`config.mk`:
```
export PLATFORM = sky130hd
export DESIGN_NAME = tci_trap_unit
export DESIGN_NICKNAME = d
export VERILOG_FILES = /design/src/tci_pkg.sv /design/src/tci_trap_unit.sv
export SDC_FILE = /design/constraint.sdc
export NUM_CORES = 1
export LEC_CHECK = 0
export BUFFER_PORTS_ARGS = -buffer_cell sky130_fd_sc_hd__buf_2
export CAP_MARGIN = 20
export CORE_MARGIN = 8
export CORE_UTILIZATION = 49
export CTS_BUF_LIST = sky130_fd_sc_hd__clkbuf_4
export DETAILED_ROUTE_END_ITERATION = 8
export GPL_ROUTABILITY_DRIVEN = 0
export GPL_TIMING_DRIVEN = 0
export PLACE_DENSITY = 0.82
export REMOVE_ABC_BUFFERS = 1
export SLEW_MARGIN = 0
export SYNTH_ARGS = -nofsm -noshare
export SYNTH_HDL_FRONTEND = slang
export SYNTH_SLANG_ARGS = --single-unit
```
`constraint.sdc`:
```
create_clock -name clk_sys -period 6.2 [get_ports clk_sys]
set_clock_uncertainty 0.15 [all_clocks]
set_input_delay 0.62 -clock clk_sys [delete_from_list [all_inputs] [get_ports clk_sys]]
set_output_delay 0.62 -clock clk_sys [all_outputs]
set_load 0.05 [all_outputs]
```
`src/tci_pkg.sv`:
```
/*
 * Package for the trap cause identifier: trap classes, trap numbers, register layouts and the
 * packed structs that carry exception causes, context state and the trap entry result.
 * Assumes a 32-bit core with a single clock and an APB register bus.
 */
package tci_pkg;
	localparam logic [2:0] CLS_INSN = 3'h2;
	localparam logic [2:0] CLS_CTX = 3'h3;
	localparam logic [2:0] CLS_BUS = 3'h4;
	localparam logic [2:0] CLS_ASSERT = 3'h5;
	localparam logic [2:0] CLS_KCALL = 3'h6;
	localparam logic [2:0] CLS_NMI = 3'h7;
	localparam int CLASS_SHIFT = 5;
	localparam logic [7:0] TIN_ILLEGAL = 8'h01;
	localparam logic [7:0] TIN_UNIMPL = 8'h02;
	localparam logic [7:0] TIN_ODD_PAIR = 8'h03;
	localparam logic [7:0] TIN_ALIGN = 8'h04;
	localparam logic [7:0] TIN_BAD_ADDR = 8'h05;
	localparam logic [7:0] TIN_DEPLETION = 8'h01;
	localparam logic [7:0] TIN_DEPTH_OVF = 8'h02;
	localparam logic [7:0] TIN_DEPTH_UNF = 8'h03;
	localparam logic [7:0] TIN_FREE_UNF = 8'h04;
	localparam logic [7:0] TIN_STACK_UNF = 8'h05;
	localparam logic [7:0] TIN_CTX_TYPE = 8'h06;
	localparam logic [7:0] TIN_HANDLER_RETURN_DEPTH_TRAP = 8'h07;
	localparam logic [7:0] TIN_FETCH_ERR = 8'h01;
	localparam logic [7:0] TIN_DATA_SERR = 8'h02;
	localparam logic [7:0] TIN_DATA_AERR = 8'h03;
	localparam logic [7:0] TIN_OVF = 8'h01;
	localparam logic [7:0] TIN_STICKY_OVERFLOW_ASSERT_TRAP = 8'h02;
	localparam logic [7:0] TIN_NMI = 8'h00;
	localparam logic [6:0] DEPTH_LIMIT_64 = 7'h40;
	localparam logic [11:0] ADDR_CTRL = 12'h000;
	localparam logic [11:0] ADDR_VBASE = 12'h004;
	localparam logic [11:0] ADDR_STATUS = 12'h008;
	localparam logic [11:0] ADDR_DATA = 12'h00C;
	localparam logic [11:0] ADDR_RET = 12'h010;
	localparam logic [11:0] ADDR_CFG = 12'h014;
	localparam int CTRL_ODD_TRAP = 0;
	localparam int CFG_DEPLETION = 0;
	localparam logic [31:0] VBASE_RESET = 32'h00000000;

	typedef struct packed {
		logic illegal_opcode;
		logic unimplemented_opcode;
		logic pair_insn;
		logic odd_specifier;
		logic misaligned;
		logic protection_fault;
		logic bad_addr_flagged;
		logic fetch_err;
		logic fetch_prot;
		logic data_err;
		logic data_prot;
		logic ovf_insn;
		logic sticky_overflow_assert_trap_insn;
		logic kcall_insn;
		logic [7:0] kcall_imm;
	} tci_sync_s;

	typedef struct packed {
		logic save_done;
		logic save_at_limit;
		logic save_from_entry;
		logic save_attempt;
		logic head_null;
		logic save_error;
		logic call_insn;
		logic ret_insn;
		logic rfe_insn;
		logic prev_invalid;
		logic restore_lower;
		logic restore_upper;
		logic ul_flag;
		logic depth_enable;
		logic depth_at_max;
		logic depth_zero;
	} tci_ctx_s;

	typedef struct packed {
		logic valid;
		logic [2:0] trap_class;
		logic [7:0] trap_id_number;
		logic [31:0] handler_addr;
		logic [31:0] return_addr;
		logic sync_trap;
	} tci_trap_s;
endpackage : tci_pkg

```
`src/tci_trap_unit.sv`:
```
/*
 * Trap cause identifier: picks the highest priority pending exception, forms its trap class and
 * trap number, the return address and the handler entry, and drives the trap entry state.
 * Assumes the pipeline presents causes for the instruction at pc_current in the cycle it
 * would commit, and holds the pipeline while trap_out.valid is high.
 */
// Local design decisions: the APB slave port and the address map.
`timescale 1ns/1ps
module tci_trap_unit (
	input wire logic clk_sys, // Core clock, 200 MHz.
	input wire logic reset, // Asynchronous reset, active high.
	input wire logic psel, // APB select.
	input wire logic penable, // APB access phase.
	input wire logic pwrite, // APB direction.
	input wire logic [11:0] paddr, // APB byte address.
	input wire logic [31:0] pwdata, // APB write data.
	output logic [31:0] prdata, // APB read data.
	output logic pready, // APB ready.
	output logic pslverr, // APB error for unmapped address.
	input wire tci_pkg::tci_sync_s sync_in, // Synchronous causes of current instruction.
	input wire tci_pkg::tci_ctx_s ctx_in, // Context manager events.
	input wire logic async_bus_err, // Unattributable memory error pulse.
	input wire logic nmi_req, // Non-maskable interrupt pulse.
	input wire logic [31:0] pc_current, // Address of instruction being committed.
	input wire logic [31:0] pc_next, // Address of the following instruction.
	input wire logic [31:0] handler_first_pc, // First instruction of handler just entered.
	input wire logic [7:0] current_priority_number, // Interrupt priority, passed through.
	output tci_pkg::tci_trap_s trap_out, // Trap entry result, one cycle.
	output logic [31:0] implicit_data_reg, // Trap number for the data register.
	output logic irq_disable, // Disable interrupts on entry.
	output logic perm_enable_all, // Enable all permissions on entry.
	output logic [1:0] protection_set, // Protection set on entry.
	output logic use_interrupt_stack, // Select interrupt stack on entry.
	output logic depth_clear, // Clear call depth counter on entry.
	output logic [6:0] depth_limit, // Call depth limit on entry.
	output logic [7:0] priority_out, // Priority after entry.
	output logic save_abandon // Abandon the failing context save.
);
	logic [31:0] vbase;
	logic odd_trap_en;
	logic depletion_flag;
	logic async_pend;
	logic nmi_pend;
	logic dep_pend;
	logic [31:0] dep_ret;
	logic [7:0] sticky;
	logic [31:0] last_ret;
	tci_pkg::tci_trap_s next_trap;
	logic take_async;
	logic take_nmi;
	logic take_dep;

	function automatic logic [31:0] vector_of(input logic [31:0] base, input logic [2:0] cls);
		vector_of = base | (32'(cls) << tci_pkg::CLASS_SHIFT);
	endfunction : vector_of

	// Instruction and bus causes first, then context faults, then assertions, kernel call and pending events; returns valid, class, number.
	always_comb begin
		next_trap = '0;
		take_async = 1'b0;
		take_nmi = 1'b0;
		take_dep = 1'b0;
		next_trap.sync_trap = 1'b1;
		next_trap.return_addr = pc_current;
		if (sync_in.illegal_opcode) begin
			next_trap.valid = 1'b1;
			next_trap.trap_class = tci_pkg::CLS_INSN;
			next_trap.trap_id_number = tci_pkg::TIN_ILLEGAL;
		end else if (sync_in.unimplemented_opcode) begin
			next_trap.valid = 1'b1;
			next_trap.trap_class = tci_pkg::CLS_INSN;
			next_trap.trap_id_number = tci_pkg::TIN_UNIMPL;
		end else if (odd_trap_en && sync_in.pair_insn && sync_in.odd_specifier) begin
			next_trap.valid = 1'b1;
			next_trap.trap_class = tci_pkg::CLS_INSN;
			next_trap.trap_id_number = tci_pkg::TIN_ODD_PAIR;
		end else if (sync_in.fetch_err && !sync_in.fetch_prot) begin
			next_trap.valid = 1'b1;
			next_trap.trap_class = tci_pkg::CLS_BUS;
			next_trap.trap_id_number = tci_pkg::TIN_FETCH_ERR;
		end else if (sync_in.misaligned) begin
			next_trap.valid = 1'b1;
			next_trap.trap_class = tci_pkg::CLS_INSN;
			next_trap.trap_id_number = tci_pkg::TIN_ALIGN;
		end else if (sync_in.bad_addr_flagged && !sync_in.protection_fault) begin
			// Only raised when flagged in time; misses come back as the asynchronous error.
			next_trap.valid = 1'b1;
			next_trap.trap_class = tci_pkg::CLS_INSN;
			next_trap.trap_id_number = tci_pkg::TIN_BAD_ADDR;
		end else if (sync_in.data_err && !sync_in.data_prot) begin
			next_trap.valid = 1'b1;
			next_trap.trap_class = tci_pkg::CLS_BUS;
			next_trap.trap_id_number = tci_pkg::TIN_DATA_SERR;
		end else if (ctx_in.save_attempt && (ctx_in.head_null || ctx_in.save_error)) begin
			next_trap.valid = 1'b1;
			next_trap.trap_class = tci_pkg::CLS_CTX;
			next_trap.trap_id_number = tci_pkg::TIN_FREE_UNF;
		end else if (ctx_in.call_insn && ctx_in.depth_enable && ctx_in.depth_at_max) begin
			next_trap.valid = 1'b1;
			next_trap.trap_class = tci_pkg::CLS_CTX;
			next_trap.trap_id_number = tci_pkg::TIN_DEPTH_OVF;
		end else if ((ctx_in.ret_insn || ctx_in.rfe_insn) && ctx_in.prev_invalid) begin
			next_trap.valid = 1'b1;
			next_trap.trap_class = tci_pkg::CLS_CTX;
			next_trap.trap_id_number = tci_pkg::TIN_STACK_UNF;
		end else if (ctx_in.ret_insn && ctx_in.depth_enable && ctx_in.depth_zero) begin
			next_trap.valid = 1'b1;
			next_trap.trap_class = tci_pkg::CLS_CTX;
			next_trap.trap_id_number = tci_pkg::TIN_DEPTH_UNF;
		end else if (ctx_in.rfe_insn && !ctx_in.depth_zero) begin
			next_trap.valid = 1'b1;
			next_trap.trap_class = tci_pkg::CLS_CTX;
			next_trap.trap_id_number = tci_pkg::TIN_HANDLER_RETURN_DEPTH_TRAP;
		end else if ((ctx_in.restore_lower && ctx_in.ul_flag) || (ctx_in.restore_upper && !ctx_in.ul_flag)) begin
			next_trap.valid = 1'b1;
			next_trap.trap_class = tci_pkg::CLS_CTX;
			next_trap.trap_id_number = tci_pkg::TIN_CTX_TYPE;
		end else if (sync_in.ovf_insn) begin
			next_trap.valid = 1'b1;
			next_trap.trap_class = tci_pkg::CLS_ASSERT;
			next_trap.trap_id_number = tci_pkg::TIN_OVF;
		end else if (sync_in.sticky_overflow_assert_trap_insn) begin
			next_trap.valid = 1'b1;
			next_trap.trap_class = tci_pkg::CLS_ASSERT;
			next_trap.trap_id_number = tci_pkg::TIN_STICKY_OVERFLOW_ASSERT_TRAP;
		end else if (sync_in.kcall_insn) begin
			next_trap.valid = 1'b1;
			next_trap.trap_class = tci_pkg::CLS_KCALL;
			next_trap.trap_id_number = sync_in.kcall_imm;
			next_trap.return_addr = pc_next;
			next_trap.sync_trap = 1'b0;
		end else if (dep_pend) begin
			next_trap.valid = 1'b1;
			take_dep = 1'b1;
			next_trap.trap_class = tci_pkg::CLS_CTX;
			next_trap.trap_id_number = tci_pkg::TIN_DEPLETION;
			next_trap.return_addr = dep_ret;
			next_trap.sync_trap = 1'b0;
		end else if (nmi_pend) begin
			next_trap.valid = 1'b1;
			take_nmi = 1'b1;
			next_trap.trap_class = tci_pkg::CLS_NMI;
			next_trap.trap_id_number = tci_pkg::TIN_NMI;
			next_trap.return_addr = pc_next;
			next_trap.sync_trap = 1'b0;
		end else if (async_pend) begin
			next_trap.valid = 1'b1;
			take_async = 1'b1;
			next_trap.trap_class = tci_pkg::CLS_BUS;
			next_trap.trap_id_number = tci_pkg::TIN_DATA_AERR;
			next_trap.return_addr = pc_next;
			next_trap.sync_trap = 1'b0;
		end
		next_trap.handler_addr = vector_of(vbase, next_trap.trap_class);
	end

	// Pending asynchronous events; a new event wins over the take in the same cycle.
	always_ff @(posedge clk_sys or posedge reset) begin
		if (reset) begin
			async_pend <= 1'b0;
			nmi_pend <= 1'b0;
		end else begin
			async_pend <= async_bus_err || (async_pend && !take_async);
			nmi_pend <= nmi_req || (nmi_pend && !take_nmi);
		end
	end

	// Depletion trap follows the completed save; entry saves return to the handler's first pc.
	always_ff @(posedge clk_sys or posedge reset) begin
		if (reset) begin
			dep_pend <= 1'b0;
			dep_ret <= 32'h00000000;
		end else if (ctx_in.save_done && ctx_in.save_at_limit) begin
			dep_pend <= 1'b1;
			dep_ret <= ctx_in.save_from_entry ? handler_first_pc : pc_next;
		end else if (take_dep) begin
			dep_pend <= 1'b0;
		end
	end

	always_ff @(posedge clk_sys or posedge reset) begin
		if (reset) begin
			trap_out <= '0;
			implicit_data_reg <= 32'h00000000;
			save_abandon <= 1'b0;
		end else begin
			trap_out <= next_trap;
			save_abandon <= next_trap.valid && next_trap.trap_class == tci_pkg::CLS_CTX
				&& next_trap.trap_id_number == tci_pkg::TIN_FREE_UNF;
			if (next_trap.valid) begin
				implicit_data_reg <= {24'h000000, next_trap.trap_id_number};
			end
		end
	end

	// Entry state is a level for the one entry cycle.
	always_comb begin
		irq_disable = trap_out.valid;
		perm_enable_all = trap_out.valid;
		protection_set = 2'h0;
		use_interrupt_stack = trap_out.valid;
		depth_clear = trap_out.valid;
		depth_limit = tci_pkg::DEPTH_LIMIT_64;
		priority_out = current_priority_number;
	end

	// Registers: software writes steer the vector base and the odd pair option.
	always_ff @(posedge clk_sys or posedge reset) begin
		if (reset) begin
			vbase <= tci_pkg::VBASE_RESET;
			odd_trap_en <= 1'b0;
		end else if (psel && penable && pwrite) begin
			if (paddr == tci_pkg::ADDR_CTRL) begin
				odd_trap_en <= pwdata[tci_pkg::CTRL_ODD_TRAP];
			end
			if (paddr == tci_pkg::ADDR_VBASE) begin
				vbase <= {pwdata[31:8], 8'h00};
			end
		end
	end

	// Depletion flag: hardware set wins over a software clear in the same cycle.
	always_ff @(posedge clk_sys or posedge reset) begin
		if (reset) begin
			depletion_flag <= 1'b0;
		end else if (take_dep) begin
			depletion_flag <= 1'b1;
		end else if (psel && penable && pwrite && paddr == tci_pkg::ADDR_CFG) begin
			depletion_flag <= pwdata[tci_pkg::CFG_DEPLETION];
		end
	end

	always_ff @(posedge clk_sys or posedge reset) begin
		if (reset) begin
			sticky <= 8'h00;
		end else if (next_trap.valid) begin
			sticky <= {5'h00, next_trap.trap_class};
		end
	end

	// Software reads the return address long after the one-cycle trap_out pulse has gone.
	always_ff @(posedge clk_sys or posedge reset) begin
		if (reset) begin
			last_ret <= 32'h00000000;
		end else if (next_trap.valid) begin
			last_ret <= next_trap.return_addr;
		end
	end

	function automatic logic mapped(input logic [11:0] a);
		mapped = a == tci_pkg::ADDR_CTRL || a == tci_pkg::ADDR_VBASE || a == tci_pkg::ADDR_STATUS
			|| a == tci_pkg::ADDR_DATA || a == tci_pkg::ADDR_RET || a == tci_pkg::ADDR_CFG;
	endfunction : mapped

	always_comb begin
		pready = 1'b1;
		pslverr = psel && penable && !mapped(paddr);
		case (paddr)
			tci_pkg::ADDR_CTRL: prdata = {31'h00000000, odd_trap_en};
			tci_pkg::ADDR_VBASE: prdata = vbase;
			tci_pkg::ADDR_STATUS: prdata = {24'h000000, sticky};
			tci_pkg::ADDR_DATA: prdata = implicit_data_reg;
			tci_pkg::ADDR_RET: prdata = last_ret;
			tci_pkg::ADDR_CFG: prdata = {31'h00000000, depletion_flag};
			default: prdata = 32'h00000000;
		endcase
	end

	chk_illegal_class: assert property (@(posedge clk_sys) disable iff (reset)
		sync_in.illegal_opcode |=> trap_out.valid && trap_out.trap_class == 3'h2 && trap_out.trap_id_number == 8'h01)
		else $error("illegal opcode trap wrong");
	chk_unimpl_number: assert property (@(posedge clk_sys) disable iff (reset)
		!sync_in.illegal_opcode && sync_in.unimplemented_opcode |=> trap_out.trap_id_number == 8'h02)
		else $error("unimplemented opcode trap wrong");
	chk_vector_addr: assert property (@(posedge clk_sys) disable iff (reset)
		trap_out.valid |-> trap_out.handler_addr == (vbase | {24'h0, trap_out.trap_class, 5'h00}))
		else $error("handler address wrong");
	chk_data_reg: assert property (@(posedge clk_sys) disable iff (reset)
		trap_out.valid |-> implicit_data_reg[7:0] == trap_out.trap_id_number)
		else $error("data register not loaded");
	chk_depletion_flag: assert property (@(posedge clk_sys) disable iff (reset)
		take_dep |=> depletion_flag)
		else $error("depletion flag not set");
	chk_depletion_after: assert property (@(posedge clk_sys) disable iff (reset)
		ctx_in.save_done && ctx_in.save_at_limit |=> dep_pend)
		else $error("depletion not pending");
	chk_kcall_return: assert property (@(posedge clk_sys) disable iff (reset)
		next_trap.valid && next_trap.trap_class == 3'h6 |=> trap_out.return_addr == $past(pc_next))
		else $error("kernel call return wrong");
	chk_priority_kept: assert property (@(posedge clk_sys) disable iff (reset)
		trap_out.valid |-> priority_out == current_priority_number && depth_limit == 7'h40)
		else $error("entry state wrong");
	chk_nmi_taken: assert property (@(posedge clk_sys) disable iff (reset)
		take_nmi |=> trap_out.valid && trap_out.trap_class == 3'h7 && trap_out.trap_id_number == 8'h00)
		else $error("nmi number wrong");
	chk_nmi_pending: assert property (@(posedge clk_sys) disable iff (reset)
		nmi_req |=> nmi_pend)
		else $error("nmi not pending");
	chk_async_pending: assert property (@(posedge clk_sys) disable iff (reset)
		async_bus_err |=> async_pend)
		else $error("bus error not pending");
	chk_async_return: assert property (@(posedge clk_sys) disable iff (reset)
		take_async |=> trap_out.return_addr == $past(pc_next) && !trap_out.sync_trap
			&& trap_out.trap_id_number == 8'h03)
		else $error("asynchronous return wrong");
	chk_sync_return: assert property (@(posedge clk_sys) disable iff (reset)
		next_trap.valid && next_trap.sync_trap |=> trap_out.return_addr == $past(pc_current))
		else $error("synchronous return wrong");
	chk_ret_register: assert property (@(posedge clk_sys) disable iff (reset)
		trap_out.valid |-> last_ret == trap_out.return_addr)
		else $error("return register stale");
	chk_odd_number: assert property (@(posedge clk_sys) disable iff (reset)
		odd_trap_en && sync_in.pair_insn && sync_in.odd_specifier && !sync_in.illegal_opcode
			&& !sync_in.unimplemented_opcode |=> trap_out.trap_class == 3'h2 && trap_out.trap_id_number == 8'h03)
		else $error("odd pair trap wrong");
	chk_odd_ignored: assert property (@(posedge clk_sys) disable iff (reset)
		!odd_trap_en |=> !(trap_out.valid && trap_out.trap_class == 3'h2 && trap_out.trap_id_number == 8'h03))
		else $error("odd pair trap while ignored");
	chk_align_number: assert property (@(posedge clk_sys) disable iff (reset)
		sync_in.misaligned && !sync_in.illegal_opcode && !sync_in.unimplemented_opcode && !sync_in.pair_insn
			&& !sync_in.fetch_err |=> trap_out.trap_class == 3'h2 && trap_out.trap_id_number == 8'h04)
		else $error("alignment trap wrong");
	chk_protection_wins: assert property (@(posedge clk_sys) disable iff (reset)
		sync_in.protection_fault |=> !(trap_out.valid && trap_out.trap_class == 3'h2 && trap_out.trap_id_number == 8'h05))
		else $error("bad address trap despite protection fault");
	chk_abandon_save: assert property (@(posedge clk_sys) disable iff (reset)
		sync_in == '0 && ctx_in.save_attempt && ctx_in.head_null |=> save_abandon && trap_out.trap_id_number == 8'h04)
		else $error("failed save not abandoned");
	chk_handler_return_depth_trap_number: assert property (@(posedge clk_sys) disable iff (reset)
		sync_in == '0 && ctx_in.rfe_insn && !ctx_in.depth_zero && !ctx_in.prev_invalid && !ctx_in.save_attempt
			&& !ctx_in.call_insn |=> trap_out.trap_class == 3'h3 && trap_out.trap_id_number == 8'h07)
		else $error("nesting trap wrong");
	chk_entry_levels: assert property (@(posedge clk_sys) disable iff (reset)
		trap_out.valid |-> irq_disable && perm_enable_all && use_interrupt_stack && depth_clear && protection_set == 2'h0)
		else $error("entry levels wrong");
	chk_dep_return: assert property (@(posedge clk_sys) disable iff (reset)
		ctx_in.save_done && ctx_in.save_at_limit && ctx_in.save_from_entry |=> dep_ret == $past(handler_first_pc))
		else $error("depletion return wrong");
	cov_async: cover property (@(posedge clk_sys) disable iff (reset) take_async);
	cov_nmi: cover property (@(posedge clk_sys) disable iff (reset) trap_out.valid && trap_out.trap_class == 3'h7);
	cov_depletion: cover property (@(posedge clk_sys) disable iff (reset) take_dep);
	cov_kcall: cover property (@(posedge clk_sys) disable iff (reset) trap_out.valid && trap_out.trap_class == 3'h6);
endmodule : tci_trap_unit

```
==> impl_metrics.json <==
{
  "status": "completed",
  "fin_nets": 1212,
  "power.density_mw_per_mm2": 225,
  "whs_path_depth": 2,
  "antenna_found_initial": 2,
  "fill_cells": 1394,
  "clock-sinks": 174,
  "dr.pass1.iters": 5,
  "top_register": "trap_out",
  "setup_viol": 0,
  "syn-instance-count": 769,
  "coreArea_mm2": 0.0165,
  "drt-initial-drc-count": 437,
  "wl_per_cell_um": 20.4,
  "grt_max_degree": 100,
  "numCtsBuffers": 17,
  "hold_path_class": "in -> reg",
  "ys_types": 55,
  "cp_max_fo": 12,
  "cts_setup_buffers": 0,
  "fin_util_pct": 60.7,
  "grt_use_total_pct": 23.9,
  "drc": 0,
  "yosys.area.top_type": "dfrtp_1",
  "route.met3.wl_mm": 2.32,
  "async_flop_share_pct": 100,
  "syn_area_per_cell_um2": 10.7,
  "top_layer": "met4",
  "rows": 47,
  "port_buffers": 295,
  "synth_area_leaders": "dfrtp_1 (53%), buf_4 (5.5%), a21oi_1 (4.1%)",
  "syn_area_mm2": 0.00821,
  "clk_path_buf_depth": 2,
  "path_cells": "buf_2, nor3_1, nand3_1, nor4b_4, buf_8, buf_8, a22o_1, buf_2",
  "dp.final_hpwl_mm": 18.8,
  "synth_ff_type": "dfrtp_1",
  "viasPerCell": 5.70,
  "yosys_register_bits": 174,
  "max_freq_mhz": 271,
  "total_leakage_power_nw": 4.90,
  "via_count": 7140,
  "synth_edf_count": 0,
  "yosys_warnings": 0,
  "finalHoldViolCount": 0,
  "relSlewSlack_pct": 27.0,
  "grt_pass1_wl_mm": 40.6,
  "m1WireLength_mm": 10.1,
  "largest_reg_flops": 68,
  "start_util_pct": 49.9,
  "tritoncts": "yes",
  "cap_violations": 0,
  "cts-root-buf": "clkbuf_4",
  "io_pins": 358,
  "total_power_mw": 2.25,
  "first_global_vias": 7541,
  "reg2reg_depth": 5,
  "period_share_pct": 59.6,
  "grt_overflow": 0,
  "cp.required_ns": 5.43,
  "startpoint_type": "input port",
  "drive_gt1_share_pct": 37.0,
  "clk_pin_slew_ns": 0.14,
  "tightest_slew_ns": 1.10,
  "cp_slowest_stage_delay_ns": 0.60,
  "htree_levels": 4,
  "criticalPathCategory": "in -> out",
  "top_regs": "trap_out (68), dep_ret (32), last_ret (32)",
  "rsz0062_at_grt": "no",
  "synth.top_cell.area_share_pct": 53.0,
  "dieArea_mm2": 0.0212,
  "period_minus_slack_ns": 3.69,
  "end_kind": "output pin",
  "routed-wl-met2_mm": 12.6,
  "clock_latency_ns": 0.58,
  "synth-seq-area-share_pct": 53.0,
  "report.final.slew_viol_count": 0,
  "ant_nets": 0,
  "routed_wl_mm": 25.5,
  "dieWidth_um": 145,
  "critPathSlowestCell": "nor4b_4",
  "layout_common_cells": "buf_2 (295), dfrtp_1 (174), nor2_1 (81)",
  "ir_drop_uv": 132,
  "arrival_ns": 2.92,
  "area_growth_pct": 21.6,
  "layout_commonest_cell": "buf_2",
  "fp.dieH_um": 145
}
==> worst paths after layout <==
kind                             start                   end  slack (ns)
setup / recovery              paddr[7]            prdata[28]        2.51
min in group asynchronous        reset          save_abandon        0.49
setup reg to reg           odd_trap_en  implicit_data_reg[7]        3.01
hold reg to reg              vbase[20]          trap_out[53]        0.26
max in group asynchronous        reset           dep_ret[22]        4.57
hold / removal                 nmi_req              nmi_pend        0.08
==> cell usage after synthesis (all sizes together) (7+ instances only) <==
master,number
a21oi,68
a22o,26
and2,7
buf,76
clkbuf,38
dfrtp,174
mux2,27
mux2i,34
nand2,7
nand2b,11
nand3,42
nor2,82
nor2b,7
nor3,35
o22a,32
o31ai,36
==> cells by family (layout without fill, tap and decap cells) <==
| family | Yosys count | in the layout | share of synthesized area, % |
|---|---|---|---|
| compound gates | 199 | 199 | 17.4 |
| mux | 61 | 61 | 7.85 |
| other cells | 2 | 41 | 0.0915 |
| simple gates | 213 | 213 | 13.2 |
| flops | 174 | 174 | 53.0 |
| buf+inv | 120 | 345 | 8.47 |
==> layout make-up <==
cell class	instances	area [um2]	share of cell area [%]
Sequential cell	174	4350	43.6
Inverter	6	30.0	0.301
Antenna cell	2	5.00	0.0501
Tap cell	220	275	2.76
Multi-Input combinational cell	512	3350	33.5
Clock buffer	17	128	1.28
Timing Repair Buffer	308	1700	17.1
Clock inverter	14	145	1.45
==> critical path, delay by kind of cell <==
family	cells	cell delay (ns)
buffers and inverters	4	0.74
and+or+nand+nor	3	1.39
AOI/OAI and AO/OA	1	0.15
==> power breakdown <==
group | switching [mW] | internal [mW] | leakage (nW) | total (mW)
registers | 0.0286 | 1.19 | 2.14 | 1.22
logic | 0.262 | 0.126 | 2.61 | 0.387
clock network | 0.432 | 0.213 | 0.146 | 0.645
==> metrics by stage <==
step | cells | instance area [um2] | TNS, ns | hold slack [ns] | worst slack, ns
final | 1253 | 9990 | 0 | 0.0834 | 2.51
after global routing | 1253 | 9990 | 0 | 0.0487 | 2.30
after CTS | 1251 | 9980 | 0 | 0.0423 | 2.49
after detailed placement | 1219 | 9700 | 0 | 0.234 | 2.49
after global placement | 1207 | 9430 | -219.09 | 0.226 | -1.20
after floorplan | 692 | 7680 | 0 | 0.221 | 0.713
==> routing by layer <==
metal	up-vias	track usage, %
met2	382	39.3
met5	-	0
met4	0	8.54
met3	50	7.49
li1	3203	-
met1	3505	29.1
==> timing repair <==
action | CTS | global route
hold buffers | 1 | 0
hold endpoints to repair | 75 | 0
gates resized for setup | 0 | 0
No activity file was read; power rests on OpenSTA's default activity.
